**config.mk**
```make
export PLATFORM = sky130hd
export DESIGN_NAME = sccu_top
export DESIGN_NICKNAME = d
export VERILOG_FILES = /design/src/sccu_pkg.sv /design/src/sccu_tb_if.sv /design/src/sccu_time_base.sv /design/src/sccu_top.sv
export SDC_FILE = /design/constraint.sdc
export NUM_CORES = 1
export LEC_CHECK = 0
export ABC_CLOCK_PERIOD_IN_PS = 12900
export BUFFER_PORTS_ARGS = -buffer_cell sky130_fd_sc_hd__buf_2
export CORE_AREA = 3 3 310 190
export CTS_BUF_LIST = sky130_fd_sc_hd__clkbuf_8
export CTS_CLUSTER_SIZE = 28
export DETAILED_ROUTE_END_ITERATION = 8
export DIE_AREA = 0 0 313 193
export GPL_TIMING_DRIVEN = 1
export PLACE_DENSITY = 0.78
export SKIP_LAST_GASP = 1
export SYNTH_ARGS = -nofsm -noshare
export SYNTH_HDL_FRONTEND = slang
export SYNTH_SLANG_ARGS = --single-unit
```
**constraint.sdc**
```tcl
create_clock -name sys_clk -period 12.9 [get_ports sys_clk]
set_input_delay 1.935 -clock sys_clk [delete_from_list [all_inputs] [get_ports sys_clk]]
set_output_delay 1.935 -clock sys_clk [all_outputs]
set_load 0.01 [all_outputs]
```
**src/sccu_pkg.sv**
```systemverilog
// shared constants and types of the sixteen channel capture/compare unit
package sccu_pkg;
  // channel count and timer width
  localparam int NCH = 16;
  localparam int NPAIR = 8;
  localparam int TW = 16;
  localparam int PRESC_W = 8;
  // time base limits and reset values
  localparam logic [TW-1:0] TIMER_RST = 16'h0000;
  localparam logic [TW-1:0] TIMER_MAX = 16'hffff;
  localparam logic [TW-1:0] VALUE_RST = 16'h0000;
  // staggered mode widens the smallest prescaler step to eight cycles
  localparam logic [PRESC_W-1:0] STAGGER_MASK = 8'h07;
  // capture edge selection bits
  localparam int EDGE_RISE_BIT = 0;
  localparam int EDGE_FALL_BIT = 1;
  // compare modes
  localparam logic [1:0] CMP_MODE0 = 2'h0;
  localparam logic [1:0] CMP_MODE1 = 2'h1;
  localparam logic [1:0] CMP_MODE2 = 2'h2;
  localparam logic [1:0] CMP_MODE3 = 2'h3;
  // mode bit that marks the once-per-period modes 2 and 3
  localparam int ONCE_BIT = 1;
  // clock source of a time base
  typedef enum logic [1:0] {SRC_PRESC, SRC_GPT, SRC_EXT} sccu_src_t;
endpackage

```
**src/sccu_tb_if.sv**
```systemverilog
// carrier between the unit and one of its time base timers
`timescale 1ns/1ps
`default_nettype none
interface sccu_tb_if;
  import sccu_pkg::*;
  sccu_src_t clkSel;          // clock source
  logic [2:0] prescExp;       // prescaler factor is two to this power
  logic [TW-1:0] reload;      // reload value
  logic run;                  // counting enable
  logic stagger;              // staggered mode
  logic gptOvf;               // overflow pulse of the general overflow timer
  logic extTick;              // filtered external count event
  logic [TW-1:0] value;       // current count
  logic countPulse;           // value changed in the previous cycle
  logic ovfPulse;             // value was reloaded in the previous cycle
  modport tb (input clkSel, prescExp, reload, run, stagger, gptOvf,
    extTick, output value, countPulse, ovfPulse);
  modport user (output clkSel, prescExp, reload, run, stagger, gptOvf,
    extTick, input value, countPulse, ovfPulse);
endinterface
`default_nettype wire

```
**src/sccu_time_base.sv**
```systemverilog
// one 16-bit time base timer with prescaler and reload
`timescale 1ns/1ps
`default_nettype none
module sccu_time_base (
  // clock and synchronised reset
  input wire logic sysClk,
  input wire logic rstnSync,
  // configuration and count towards the channel array
  sccu_tb_if.tb tb
);
  import sccu_pkg::*;

  typedef struct packed {
    logic [PRESC_W-1:0] presc;  // free running prescaler
    logic [TW-1:0] cnt;         // timer count
    logic count;                // count happened
    logic ovf;                  // overflow happened
  } sccu_tbst_t;

  sccu_tbst_t q;
  sccu_tbst_t d;
  logic tick;

  // prescaler mask: stagger never lets a step fall below eight cycles
  function automatic logic [PRESC_W-1:0] prescMask(logic [2:0] e,
    logic stg);
    logic [PRESC_W-1:0] m;
    m = PRESC_W'((9'h001 << e) - 9'h001);
    if (stg)
    begin
      m = m | STAGGER_MASK;
    end
    return m;
  endfunction

  // next state: source select, count and reload
  always_comb
  begin
    d = q;
    d.count = 1'b0;
    d.ovf = 1'b0;
    d.presc = q.presc + 8'h01;
    case (tb.clkSel)
      SRC_PRESC: tick = (q.presc & prescMask(tb.prescExp, tb.stagger)) ==
        prescMask(tb.prescExp, tb.stagger);
      SRC_GPT: tick = tb.gptOvf;
      SRC_EXT: tick = tb.extTick;
      default: tick = 1'b0;
    endcase
    if (tb.run && tick)
    begin
      d.count = 1'b1;
      if (q.cnt == TIMER_MAX)
      begin
        // overflow restarts from the reload value
        d.cnt = tb.reload;
        d.ovf = 1'b1;
      end
      else
      begin
        d.cnt = q.cnt + 16'h0001;
      end
    end
  end

  // state register
  always_ff @(posedge sysClk or negedge rstnSync)
  begin
    if (!rstnSync)
    begin
      q <= '{presc: '0, cnt: TIMER_RST, count: 1'b0, ovf: 1'b0};
    end
    else
    begin
      q <= d;
    end
  end

  assign tb.value = q.cnt;
  assign tb.countPulse = q.count;
  assign tb.ovfPulse = q.ovf;

  reload_load_a: assert property (
    @(posedge sysClk) disable iff (!rstnSync)
    tb.ovfPulse |-> tb.value == $past(tb.reload))
    else $error("timer did not restart from reload value");

  // the count that opens the window must itself come from a staggered tick
  stagger_step_a: assert property (
    @(posedge sysClk) disable iff (!rstnSync)
    (tb.countPulse && tb.stagger && $past(tb.stagger) &&
    tb.clkSel == SRC_PRESC && $past(tb.clkSel) == SRC_PRESC) |=>
    !tb.countPulse [*7])
    else $error("staggered count faster than eight cycles");
endmodule
`default_nettype wire

```
**src/sccu_top.sv**
```systemverilog
// sixteen channel capture/compare unit with two time bases
`timescale 1ns/1ps
`default_nettype none
//
// Contract
// - one cycle resolution, eight when staggered
// - two independent 16-bit timers with reload
// - timers clocked by prescaler or overflow timer
// - first timer takes an external count input
// - sixteen registers, timer and function chosen
// - each register owns one pin, bar the upper one of a pair
// - mode 0: interrupt only, several per period
// - mode 1: pin toggles on every match
// - mode 2: interrupt only, once per period
// - mode 3: set on match, clear on overflow
// - double register: two registers toggle one pin
// - single event option for any compare mode
// - capture latches assigned timer on pin event
// - capture raises the channel interrupt
// - capture edge rising, falling or both
// - compare on every count, act on equality
module sccu_top (
  // clock and reset
  input wire logic sys_clk,
  input wire logic resetn,
  // time base configuration, index 0 is the first time base
  input wire sccu_pkg::sccu_src_t tbClkSel [2],
  input wire logic [1:0][2:0] tbPrescExp,
  input wire logic [1:0][sccu_pkg::TW-1:0] tbReload,
  input wire logic [1:0] tbRun,
  input wire logic staggerEn,
  // count sources
  input wire logic gptOverflow,
  input wire logic firstBaseCountPin,
  // channel configuration
  input wire logic [sccu_pkg::NCH-1:0] chCapture,
  input wire logic [sccu_pkg::NCH-1:0] chTimerSel,
  input wire logic [sccu_pkg::NCH-1:0][1:0] chMode,
  input wire logic [sccu_pkg::NCH-1:0][1:0] chEdge,
  input wire logic [sccu_pkg::NCH-1:0] chSingle,
  input wire logic [sccu_pkg::NPAIR-1:0] chPairEn,
  // software write of channel values
  input wire logic [sccu_pkg::NCH-1:0] chWrite,
  input wire logic [sccu_pkg::TW-1:0] chWriteData,
  // channel pins
  input wire logic [sccu_pkg::NCH-1:0] chPinIn,
  output logic [sccu_pkg::NCH-1:0] chPinOut,
  output logic [sccu_pkg::NCH-1:0] chPinOe,
  // channel state
  output logic [sccu_pkg::NCH-1:0][sccu_pkg::TW-1:0] chValue,
  output logic [sccu_pkg::NCH-1:0] chIrq,
  // time base state
  output logic [1:0][sccu_pkg::TW-1:0] timerValue,
  output logic [1:0] timerOvf
);
  import sccu_pkg::*;

  typedef struct packed {
    logic [NCH-1:0] s1;           // pin synchroniser, first stage
    logic [NCH-1:0] s2;           // second stage
    logic [NCH-1:0] s3;           // third stage
    logic [NCH-1:0] lvl;          // accepted pin level
    logic [2:0] ext;              // external count synchroniser
    logic extLvl;                 // accepted external count level
    logic extTick;                // external rising edge, one cycle
    logic [NCH-1:0] pin;          // pin output latches
    logic [NCH-1:0][TW-1:0] value; // capture/compare registers
    logic [NCH-1:0] irq;          // interrupt pulses
    logic [NCH-1:0] done;         // event taken this period
    logic [NCH-1:0] armed;        // single event not yet spent
  } sccu_st_t;

  sccu_st_t q;
  sccu_st_t d;
  logic [1:0] rstSync;            // reset release synchroniser
  logic rstnSync;

  // per channel helpers, also watched by the checks below
  logic [NCH-1:0] capEv;
  logic [NCH-1:0] match;
  logic [NCH-1:0] pinTog;
  logic [NCH-1:0] setPin;
  logic [NCH-1:0] clrPin;
  logic [NCH-1:0][TW-1:0] selVal;
  logic [NCH-1:0] selCnt;
  logic [NCH-1:0] selOvf;

  sccu_tb_if tbIf [2] ();

  // reset is released through two flip-flops, asserted at once
  always_ff @(posedge sys_clk or negedge resetn)
  begin
    if (!resetn)
    begin
      rstSync <= 2'h0;
    end
    else
    begin
      rstSync <= {rstSync[0], 1'b1};
    end
  end
  assign rstnSync = rstSync[1];

  // two time bases of one design
  for (genvar t = 0; t < 2; t++)
  begin : g_base
    assign tbIf[t].clkSel = tbClkSel[t];
    assign tbIf[t].prescExp = tbPrescExp[t];
    assign tbIf[t].reload = tbReload[t];
    assign tbIf[t].run = tbRun[t];
    assign tbIf[t].stagger = staggerEn;
    assign tbIf[t].gptOvf = gptOverflow;
    // only the first time base sees the external count
    assign tbIf[t].extTick = (t == 0) ? q.extTick : 1'b0;
    assign timerValue[t] = tbIf[t].value;
    assign timerOvf[t] = tbIf[t].ovfPulse;
    sccu_time_base u_sccu_time_base (
      .sysClk(sys_clk),
      .rstnSync(rstnSync),
      .tb(tbIf[t])
    );
  end

  // per channel view of the assigned time base
  for (genvar c = 0; c < NCH; c++)
  begin : g_sel
    assign selVal[c] = chTimerSel[c] ? tbIf[1].value : tbIf[0].value;
    assign selCnt[c] = chTimerSel[c] ? tbIf[1].countPulse :
      tbIf[0].countPulse;
    assign selOvf[c] = chTimerSel[c] ? tbIf[1].ovfPulse :
      tbIf[0].ovfPulse;
  end

  // pin that a channel drives: a paired upper channel uses its partner's
  function automatic int pinOf(int c, logic [NPAIR-1:0] pairs);
    if (c >= NPAIR && pairs[c-NPAIR])
    begin
      return c - NPAIR;
    end
    return c;
  endfunction

  // next state of the channel array
  always_comb
  begin
    d = q;
    capEv = '0;
    match = '0;
    pinTog = '0;
    setPin = '0;
    clrPin = '0;
    d.irq = '0;
    // synchronisers; the first stage feeds the second and nothing else
    d.s1 = chPinIn;
    d.s2 = q.s1;
    d.s3 = q.s2;
    d.ext = {q.ext[1:0], firstBaseCountPin};
    // a change is accepted once stages two and three agree
    d.lvl = (~(q.s2 ^ q.s3) & q.s3) | ((q.s2 ^ q.s3) & q.lvl);
    if (q.ext[1] == q.ext[2])
    begin
      d.extLvl = q.ext[2];
    end
    d.extTick = d.extLvl & ~q.extLvl;
    for (int c = 0; c < NCH; c++)
    begin
      // the period limit is re-armed first so a new match may set it
      if (selOvf[c])
      begin
        d.done[c] = 1'b0;
      end
      // software write loads the register and re-arms single events
      if (chWrite[c])
      begin
        d.value[c] = chWriteData;
        d.armed[c] = 1'b1;
      end
      if (chCapture[c])
      begin
        // capture on the selected pin edge
        capEv[c] = (chEdge[c][EDGE_RISE_BIT] & d.lvl[c] & ~q.lvl[c]) |
          (chEdge[c][EDGE_FALL_BIT] & ~d.lvl[c] & q.lvl[c]);
        if (capEv[c])
        begin
          // a capture wins over a write in the same cycle
          d.value[c] = selVal[c];
          d.irq[c] = 1'b1;
        end
      end
      else
      begin
        // compare on each count of the assigned timer
        match[c] = selCnt[c] && q.armed[c] && q.value[c] == selVal[c] &&
          !(chMode[c][ONCE_BIT] && q.done[c] && !selOvf[c]);
        // mode 3 pin falls back on overflow of its timer
        if (chMode[c] == CMP_MODE3 && selOvf[c])
        begin
          clrPin[pinOf(c, chPairEn)] = 1'b1;
        end
        if (match[c])
        begin
          d.irq[c] = 1'b1;
          if (chSingle[c])
          begin
            d.armed[c] = 1'b0;
          end
          case (chMode[c])
            CMP_MODE0: ; // interrupt only, pin untouched
            CMP_MODE1: pinTog[pinOf(c, chPairEn)] = 1'b1;
            CMP_MODE2: d.done[c] = 1'b1;
            CMP_MODE3:
            begin
              setPin[pinOf(c, chPairEn)] = 1'b1;
              d.done[c] = 1'b1;
            end
            default: ;
          endcase
        end
      end
    end
    // pin latches: set beats clear beats toggle; a pair toggles once
    for (int p = 0; p < NCH; p++)
    begin
      if (setPin[p])
      begin
        d.pin[p] = 1'b1;
      end
      else if (clrPin[p])
      begin
        d.pin[p] = 1'b0;
      end
      else if (pinTog[p])
      begin
        d.pin[p] = ~q.pin[p];
      end
    end
  end

  // state register
  always_ff @(posedge sys_clk or negedge rstnSync)
  begin
    if (!rstnSync)
    begin
      q <= '{s1: '0, s2: '0, s3: '0, lvl: '0, ext: 3'h0, extLvl: 1'b0,
        extTick: 1'b0, pin: '0, value: '0, irq: '0, done: '0,
        armed: '1};
    end
    else
    begin
      q <= d;
    end
  end

  // outputs; a compare channel drives its own pin unless it is the
  // upper half of a pair, whose events land on the partner pin
  always_comb
  begin
    for (int c = 0; c < NCH; c++)
    begin
      chPinOe[c] = !chCapture[c] && pinOf(c, chPairEn) == c;
    end
  end
  assign chPinOut = q.pin;
  assign chValue = q.value;
  assign chIrq = q.irq;

  // checks, one set per channel
  for (genvar g = 0; g < NCH; g++)
  begin : g_chk
    capture_latch_a: assert property (
      @(posedge sys_clk) disable iff (!rstnSync)
      capEv[g] |=> chValue[g] == $past(selVal[g]))
      else $error("capture did not latch the timer value");

    capture_irq_a: assert property (
      @(posedge sys_clk) disable iff (!rstnSync)
      capEv[g] |=> chIrq[g])
      else $error("capture raised no interrupt");

    compare_hit_a: assert property (
      @(posedge sys_clk) disable iff (!rstnSync)
      (!chCapture[g] && selCnt[g] && q.armed[g] && !q.done[g] &&
      chValue[g] == selVal[g]) |=> chIrq[g])
      else $error("compare match raised no interrupt");

    mode0_pin_a: assert property (
      @(posedge sys_clk) disable iff (!rstnSync)
      (match[g] && chMode[g] == CMP_MODE0 && !pinTog[g] && !setPin[g] &&
      !clrPin[g]) |=> $stable(chPinOut[g]))
      else $error("interrupt-only compare moved the pin");

    toggle_pin_a: assert property (
      @(posedge sys_clk) disable iff (!rstnSync)
      (pinTog[g] && !setPin[g] && !clrPin[g]) |=>
      chPinOut[g] != $past(chPinOut[g]))
      else $error("toggle match left the pin unchanged");

    once_period_a: assert property (
      @(posedge sys_clk) disable iff (!rstnSync)
      (q.done[g] && chMode[g][ONCE_BIT] && !chCapture[g] && !selOvf[g])
      |=> !chIrq[g])
      else $error("second event within one period");

    mode3_pin_a: assert property (
      @(posedge sys_clk) disable iff (!rstnSync)
      (setPin[g] |=> chPinOut[g]) and
      ((clrPin[g] && !setPin[g]) |=> !chPinOut[g]))
      else $error("mode 3 pin not set on match or cleared on overflow");

    single_event_a: assert property (
      @(posedge sys_clk) disable iff (!rstnSync)
      (match[g] && chSingle[g] && !chWrite[g]) ##1 !chWrite[g] |->
      !match[g] ##1 !match[g])
      else $error("single event compare fired again");

    capture_pin_a: assert property (
      @(posedge sys_clk) disable iff (!rstnSync)
      chCapture[g] |-> !chPinOe[g])
      else $error("capture pin driven by the unit");

    no_edge_a: assert property (
      @(posedge sys_clk) disable iff (!rstnSync)
      (chCapture[g] && chEdge[g] == 2'h0 && !chWrite[g]) |=>
      $stable(chValue[g]))
      else $error("capture with no edge selected");

    count_only_a: assert property (
      @(posedge sys_clk) disable iff (!rstnSync)
      (!chCapture[g] && !selCnt[g]) |=> !chIrq[g])
      else $error("compare interrupt without a timer count");

    period_rearm_a: assert property (
      @(posedge sys_clk) disable iff (!rstnSync)
      (!chCapture[g] && selOvf[g] && !match[g]) |=> !q.done[g])
      else $error("overflow did not re-arm the period limit");
  end

  // an upper paired channel moves the shared lower pin
  for (genvar g = 0; g < NPAIR; g++)
  begin : g_pair_chk
    pair_toggle_a: assert property (
      @(posedge sys_clk) disable iff (!rstnSync)
      (chPairEn[g] && match[g+NPAIR] && chMode[g+NPAIR] == CMP_MODE1 &&
      !setPin[g] && !clrPin[g]) |=>
      chPinOut[g] != $past(chPinOut[g]))
      else $error("paired compare match left the shared pin unchanged");
  end

  // the external count steps the first base and never the second
  ext_count_a: assert property (
    @(posedge sys_clk) disable iff (!rstnSync)
    (q.extTick && tbRun[0] && tbClkSel[0] == SRC_EXT &&
    timerValue[0] != TIMER_MAX) |=>
    timerValue[0] == $past(timerValue[0]) + 16'h0001)
    else $error("external count did not step the first time base");

  ext_second_a: assert property (
    @(posedge sys_clk) disable iff (!rstnSync)
    tbClkSel[1] == SRC_EXT |=> $stable(timerValue[1]))
    else $error("second time base counted external events");
endmodule
`default_nettype wire

```
; ---- Word level (Yosys, flattened, before mapping)
; Cells that the tools add are included.
[totals]
reg_bits = 443
inputBits = 217
out_inout_bits = 338
elab_cells = 1244
[classes]
add_sub_neg = 6
order_cmp = 48
n_eq_ne = 80
shifts = 2
mux = 684
bitwise_logic = 161
n_reduce_logical = 212
[ops]
columns = op, n
row1 = $mux W32, 90
row2 = $mux W16, 130
row3 = $ge A32 B1 Y1 const B, 24
row4 = $lt A32 B6 Y1 const B, 24
row5 = $mux W1, 420
row6 = $or A16 B16 Y16, 22
row7 = $eq A16 B16 Y1, 16
row8 = $eq A32 B5 Y1 const B, 7
row9 = $logic_and A1 B1 Y1, 130
row10 = $demux W1 S4, 24
row11 = $eq A2 B2 Y1 const B, 33
row12 = $and A1 B1 Y1, 65
row13 = $not A1 Y1, 49
row14 = $logic_not A1 Y1, 48
row15 = $or A8 B16 Y16, 3
row16 = $reduce_bool A3 Y1, 16
row17 = $eq A2 B1 Y1 const B, 18
row18 = $add A16 B1 Y16 const B, 2
row19 = $and A16 B16 Y16, 2
row20 = $eq A16 B16 Y1 const B, 2
row21 = $reduce_or A2 Y1, 16
row22 = $mux W4, 6
row23 = $mux W3, 6
row24 = $add A8 B1 Y8 const B, 2
row25 = other kinds (14), 38

; ---- Depth between registers and ports, before layout
[depth]
word_depth = 50
ltp_mapped = 12
depth_no_buf = 11

; ---- Modules after synthesis
; A second synthesis with hierarchy kept.
[unflattened]
hier_cells = 3077
area_unflattened_um2 = 29414.5
[modules_own_cells]
columns = mod, n_inst, cells_each, area_per_inst_um2, seq_area_each_um2
row1 = sccu_top, 1, 2720, 26195.1, 9804.4
row2 = sccu_time_base (g_base[0].u_sccu_time_base), 1, 184, 1627.8, 625.6
row3 = sccu_time_base (g_base[1].u_sccu_time_base), 1, 173, 1591.5, 625.6

; ---- Least setup slack after synthesis
; Ideal clock, no wire load.
[synth_timing]
path_kind = input to register
start = input port tbPrescExp[5] (netlist name)
end = register g_base[1].u_sccu_time_base.q, in the netlist g_base[1].u_sccu_time_base.tb.value[5]
setup_time_ps = 121
arrival_ps = 4016
t_required_ps = 12779
path_slack_ps = 8763
cell_stages = 9
n_path_buf = 1
path_cell_list = or3_1 -> ha_1 -> a21oi_1 -> nor4b_1 -> o211ai_1 -> o31ai_1 -> clkbuf_1 -> o21ai_0 -> a22o_1
[synth_between]
elab_chain_cells = 8
[synth_rtl]
columns = item, line
row1 = "start, declared", sccu_top.sv:28  ; input wire logic [1:0][2:0] tbPrescExp,
row2 = $shl A1 B3 Y8 (*), sccu_time_base.sv:28  ; m = PRESC_W'((9'h001 << e) - 9'h001);
row3 = $sub A8 B1 Y8 (*), sccu_time_base.sv:28
row4 = $mux W3, sccu_time_base.sv:29  ; if (stg)
row5 = $mux W8 (*), sccu_time_base.sv:43  ; case (tb.clkSel)
row6 = $and A8 B8 Y8, sccu_time_base.sv:44  ; SRC_PRESC: tick = (q.presc & prescMask(tb.prescExp, tb.stagger)) ==
row7 = $eq A8 B8 Y1 (*), sccu_time_base.sv:44
row8 = $pmux W1 S2 (*), sccu_time_base.sv:43
row9 = $logic_and A1 B1 Y1 (*), sccu_time_base.sv:50  ; if (tb.run && tick)
row10 = "end signal, assigned", sccu_time_base.sv:71  ; q <= '{presc: '0, cnt: TIMER_RST, count: 1'b0, ovf: 1'b0};
row11 = "end, declared", sccu_time_base.sv:20  ; sccu_tbst_t q;
; Mark *: on every way between the ends. The rest lies on a longest branch, timed or not. The select of a mux whose other input is x is not followed.
; A chain may end at the register's enable or synchronous reset.

; ---- Worst setup path after layout
[layout_timing]
start = input port chCapture[8] (netlist name)
end = output port chPinOe[8] (netlist name)
[layout_between]
elab_chain_cells = 2
[layout_rtl]
columns = item, line
row1 = "start, declared", sccu_top.sv:36  ; input wire logic [sccu_pkg::NCH-1:0] chCapture,
row2 = $logic_not A1 Y1, sccu_top.sv:260  ; chPinOe[c] = !chCapture[c] && pinOf(c, chPairEn) == c;
row3 = $logic_and A1 B1 Y1, sccu_top.sv:260
row4 = "end, declared", sccu_top.sv:48  ; output logic [sccu_pkg::NCH-1:0] chPinOe,
; No other way between the ends.

==> impl_metrics.tcl <==
set metrics [dict create \
    nets 3444 \
    final_util_pct 56.69 \
    final.setup_skew_ps 34.15 \
    p_leak_nw 14.84 \
    grt_pass1_wl_um 158900 \
    die_h_um 193 \
    cap_violations 0 \
    async_flop_share_pct 100.0 \
    grt_start_max_net_pins 138 \
    worstMarginPinSlew_ps 1304 \
    ys_ff_latch 441 \
    ant_nets 0 \
    drive_gt1_share_pct 31.46 \
    yosysSeqAreaShare_pct 37.98 \
    cts_buffer_depth 3 \
    clock_latency_ps 700 \
    synth.avg_cell_area_sq_um 9.472 \
    synth_top_cell_by_area "dfrtp_1" \
    drc 0 \
    routedWlPerCell_um 27.42 \
    arrival_ps 2520 \
    pwr-share-seq_pct 40.2 \
    hpwl_um 73960 \
    fin_crit_ps 4456 \
    avgViaCountPerCell 6.077 \
    clockRootBuffer "clkbuf_8" \
    dp_cells 3905 \
    status "completed" \
    cts_hold_buf 0 \
    rsz0062_at_grt "no" \
    tns_ps 0 \
    post_cts.repair.setup_buffers 0 \
    final_cells 4054 \
    hold_path_depth 0 \
    critPathMaxFanout 4 \
    start_kind "primary input" \
    cts_buffers 73 \
    vias 24640 \
    postSynthNetCount 3296 \
    grt_pass1_vias 23450 \
    synthCells 3073 \
    worst-setup-path-type "in -> out" \
    cts_resized 0 \
    clk_pin_slew_ps 60 \
    max-slew-margin-rel_pct 13.06 \
    p_int_mw 2.739 \
    fin_crit_sh_pct 34.54 \
    p_comb_share_pct 27.3 \
    yosysUniqueCellTypes 66 \
    ir_drop_mv 0.07757 \
    die_area_sq_um 60410 \
    place.gp.congestion 0.9459 \
    synth_area_sq_um 29110 \
    cp.required_ps 10970 \
    endpoint_kind "output pin" \
    max_freq_mhz 224.4 \
    die_x_um 313 \
    antenna_found_initial 30 \
    power_density_nw_per_um2 135.8 \
    design.core.area_sq_um 55830 \
    start_util_pct 52.14 \
    area_growth_syn_to_layout_pct 8.743 \
    port_buffers 554 \
    grt_use_total_pct 35.71 \
    io_pins 555 \
    p_clk_share_pct 32.5 \
    drt-pass1-iter-count 8 \
    hold_path_class "reg -> reg" \
    p_sw_mw 1.559 \
    rows 67 \
    htree_levels 3 \
    hold_violations 0 \
    drt_first_iter_violations 3104 \
    swShare_pct 36.27 \
    grt_overflow 0 \
    routed_wl_um 111200 \
    synth-edff-count 0 \
    cts_tree "built" \
    yosys_warnings 0 \
    drv_slew 0 \
    synthFlopType "dfrtp_1" \
    synth_top_cell_area_share_pct 36.54 \
    clock_sinks 441 \
    setup-violations-final 0 \
    reg2reg_depth 9 \
    synth_area_leaders "dfrtp_1, mux2_2, mux2i_1" \
]
==> cell usage in the layout (no fill, tap or decap), types with 43 or more instances in the layout <==
cell type / count
nand2_1: 404
xnor2_1: 234
mux2i_1: 286
clkbuf_8: 95
mux2_2: 270
a21oi_1: 43
inv_1: 49
dfrtp_1: 420
o21ai_0: 296
nor2_1: 62
buf_2: 554
nand3_1: 56
nor4_1: 51
nor3_1: 45
buf_4: 48
==> flip-flops by register name, indices dropped and copies added (netlist names) <==
signal / flops
chIrq: 16
chPinOut: 16
chValue: 256
d: 34
g_base.u_sccu_time_base.q: 14
g_base.u_sccu_time_base.tb.countPulse: 2
g_base.u_sccu_time_base.tb.ovfPulse: 2
g_base.u_sccu_time_base.tb.value: 32
q: 66
rstSync: 2
tbIf.extTick: 1
==> final timing paths <==
kind / startpoint / end / slack [ps]
max in group asynchronous: rstSync[1] / chValue[144] / 9620
worst min-delay path: d[361] / d[345] / 350
worst max-delay path: chCapture[8] / chPinOe[8] / 8440
worst max register to register: g_base[1].u_sccu_time_base.tb.value[2] / chPinOut[6] / 9340
worst min register to register: d[361] / d[345] / 350
min in group asynchronous: rstSync[1] / d[357] / 410
==> worst max-delay path, stage by stage <==
cell and delay [ps]:
buf_2 130, nor2_1 260, buf_2 190
==> synthesized netlist by cell type (6+ instances only) <==
| cell type | n |
|---|---|
| dfrtp_1 | 425 |
| nand2_1 | 404 |
| buf_4 | 323 |
| o21ai_0 | 296 |
| mux2i_1 | 286 |
| mux2_2 | 270 |
| xnor2_1 | 234 |
| clkbuf_1 | 148 |
| nor2_1 | 62 |
| nand3_1 | 56 |
| nor4_1 | 51 |
| nor3_1 | 45 |
| a21oi_1 | 43 |
| xor2_1 | 35 |
| inv_1 | 34 |
| a31oi_1 | 30 |
| buf_2 | 29 |
| buf_1 | 27 |
| nand4_1 | 25 |
| and3_1 | 19 |
| maj3_1 | 17 |
| and4b_1 | 16 |
| dfstp_2 | 16 |
| o21ai_1 | 16 |
| nand2b_1 | 15 |
| nand3b_1 | 13 |
| and2_1 | 12 |
| o211ai_1 | 12 |
| or4_1 | 9 |
| nor2b_1 | 8 |
| nor4b_1 | 8 |
| o32ai_1 | 7 |
| a21o_1 | 6 |
| ha_1 | 6 |
| or3_1 | 6 |
==> cell type report <==
type | count | area, sq um
Sequential cell | 441 | 11060
Antenna cell | 15 | 37.54
Inverter | 35 | 131.4
Clock buffer | 95 | 1308
Tap cell | 759 | 949.7
Clock inverter | 39 | 299.0
Multi-Input combinational cell | 2067 | 14710
Timing Repair Buffer | 603 | 3153
Fill cell | 4938 | 24180
==> power groups by stage <==
stage | Combinational (mW) | Sequential [mW] | Clock, mW
finish | 1.18 | 1.73 | 1.40
CTS | 1.15 | 1.72 | 1.41
global route | 1.25 | 1.74 | 1.47
detailed placement | 1.14 | 1.74 | 0
global placement | 1.13 | 1.74 | 0
floorplan | 0.891 | 1.65 | 0
==> metal layers <==
metal  vias to the layer above  wire length (um)  global-route usage (%)
met2                      1668             47080                   52.13
met1                     11900             43110                   46.79
li1                      10670                 -                       -
met3                       372             15630                   14.07
met4                        22              5206                   16.47
met5                         -               152                       0
==> per-stage QoR <==
step | hold slack [ps] | setup WS (ps) | power (mW) | instance area (sq um)
after CTS | 350.4 | 8456 | 4.277 | 31620
after global routing | 356.0 | 8414 | 4.460 | 31640
after global placement | 331.6 | 8271 | 2.861 | 30010
final | 346.8 | 8444 | 4.298 | 31650
after floorplan | 331.1 | 5726 | 2.543 | 29110
after detailed placement | 335.8 | 8183 | 2.885 | 30010
==> cells by family after synthesis <==
family          Yosys count  synth area share (%)
mux                     557                 20.32
other cells               1               0.01288
buf+inv                 565                 11.63
flops                   441                 37.98
xor+xnor                269                 8.094
simple gates            769                 12.58
compound gates          448                 8.537
fa+ha+maj                23                0.8425
Note: power is estimated with default switching activity, not from simulation.
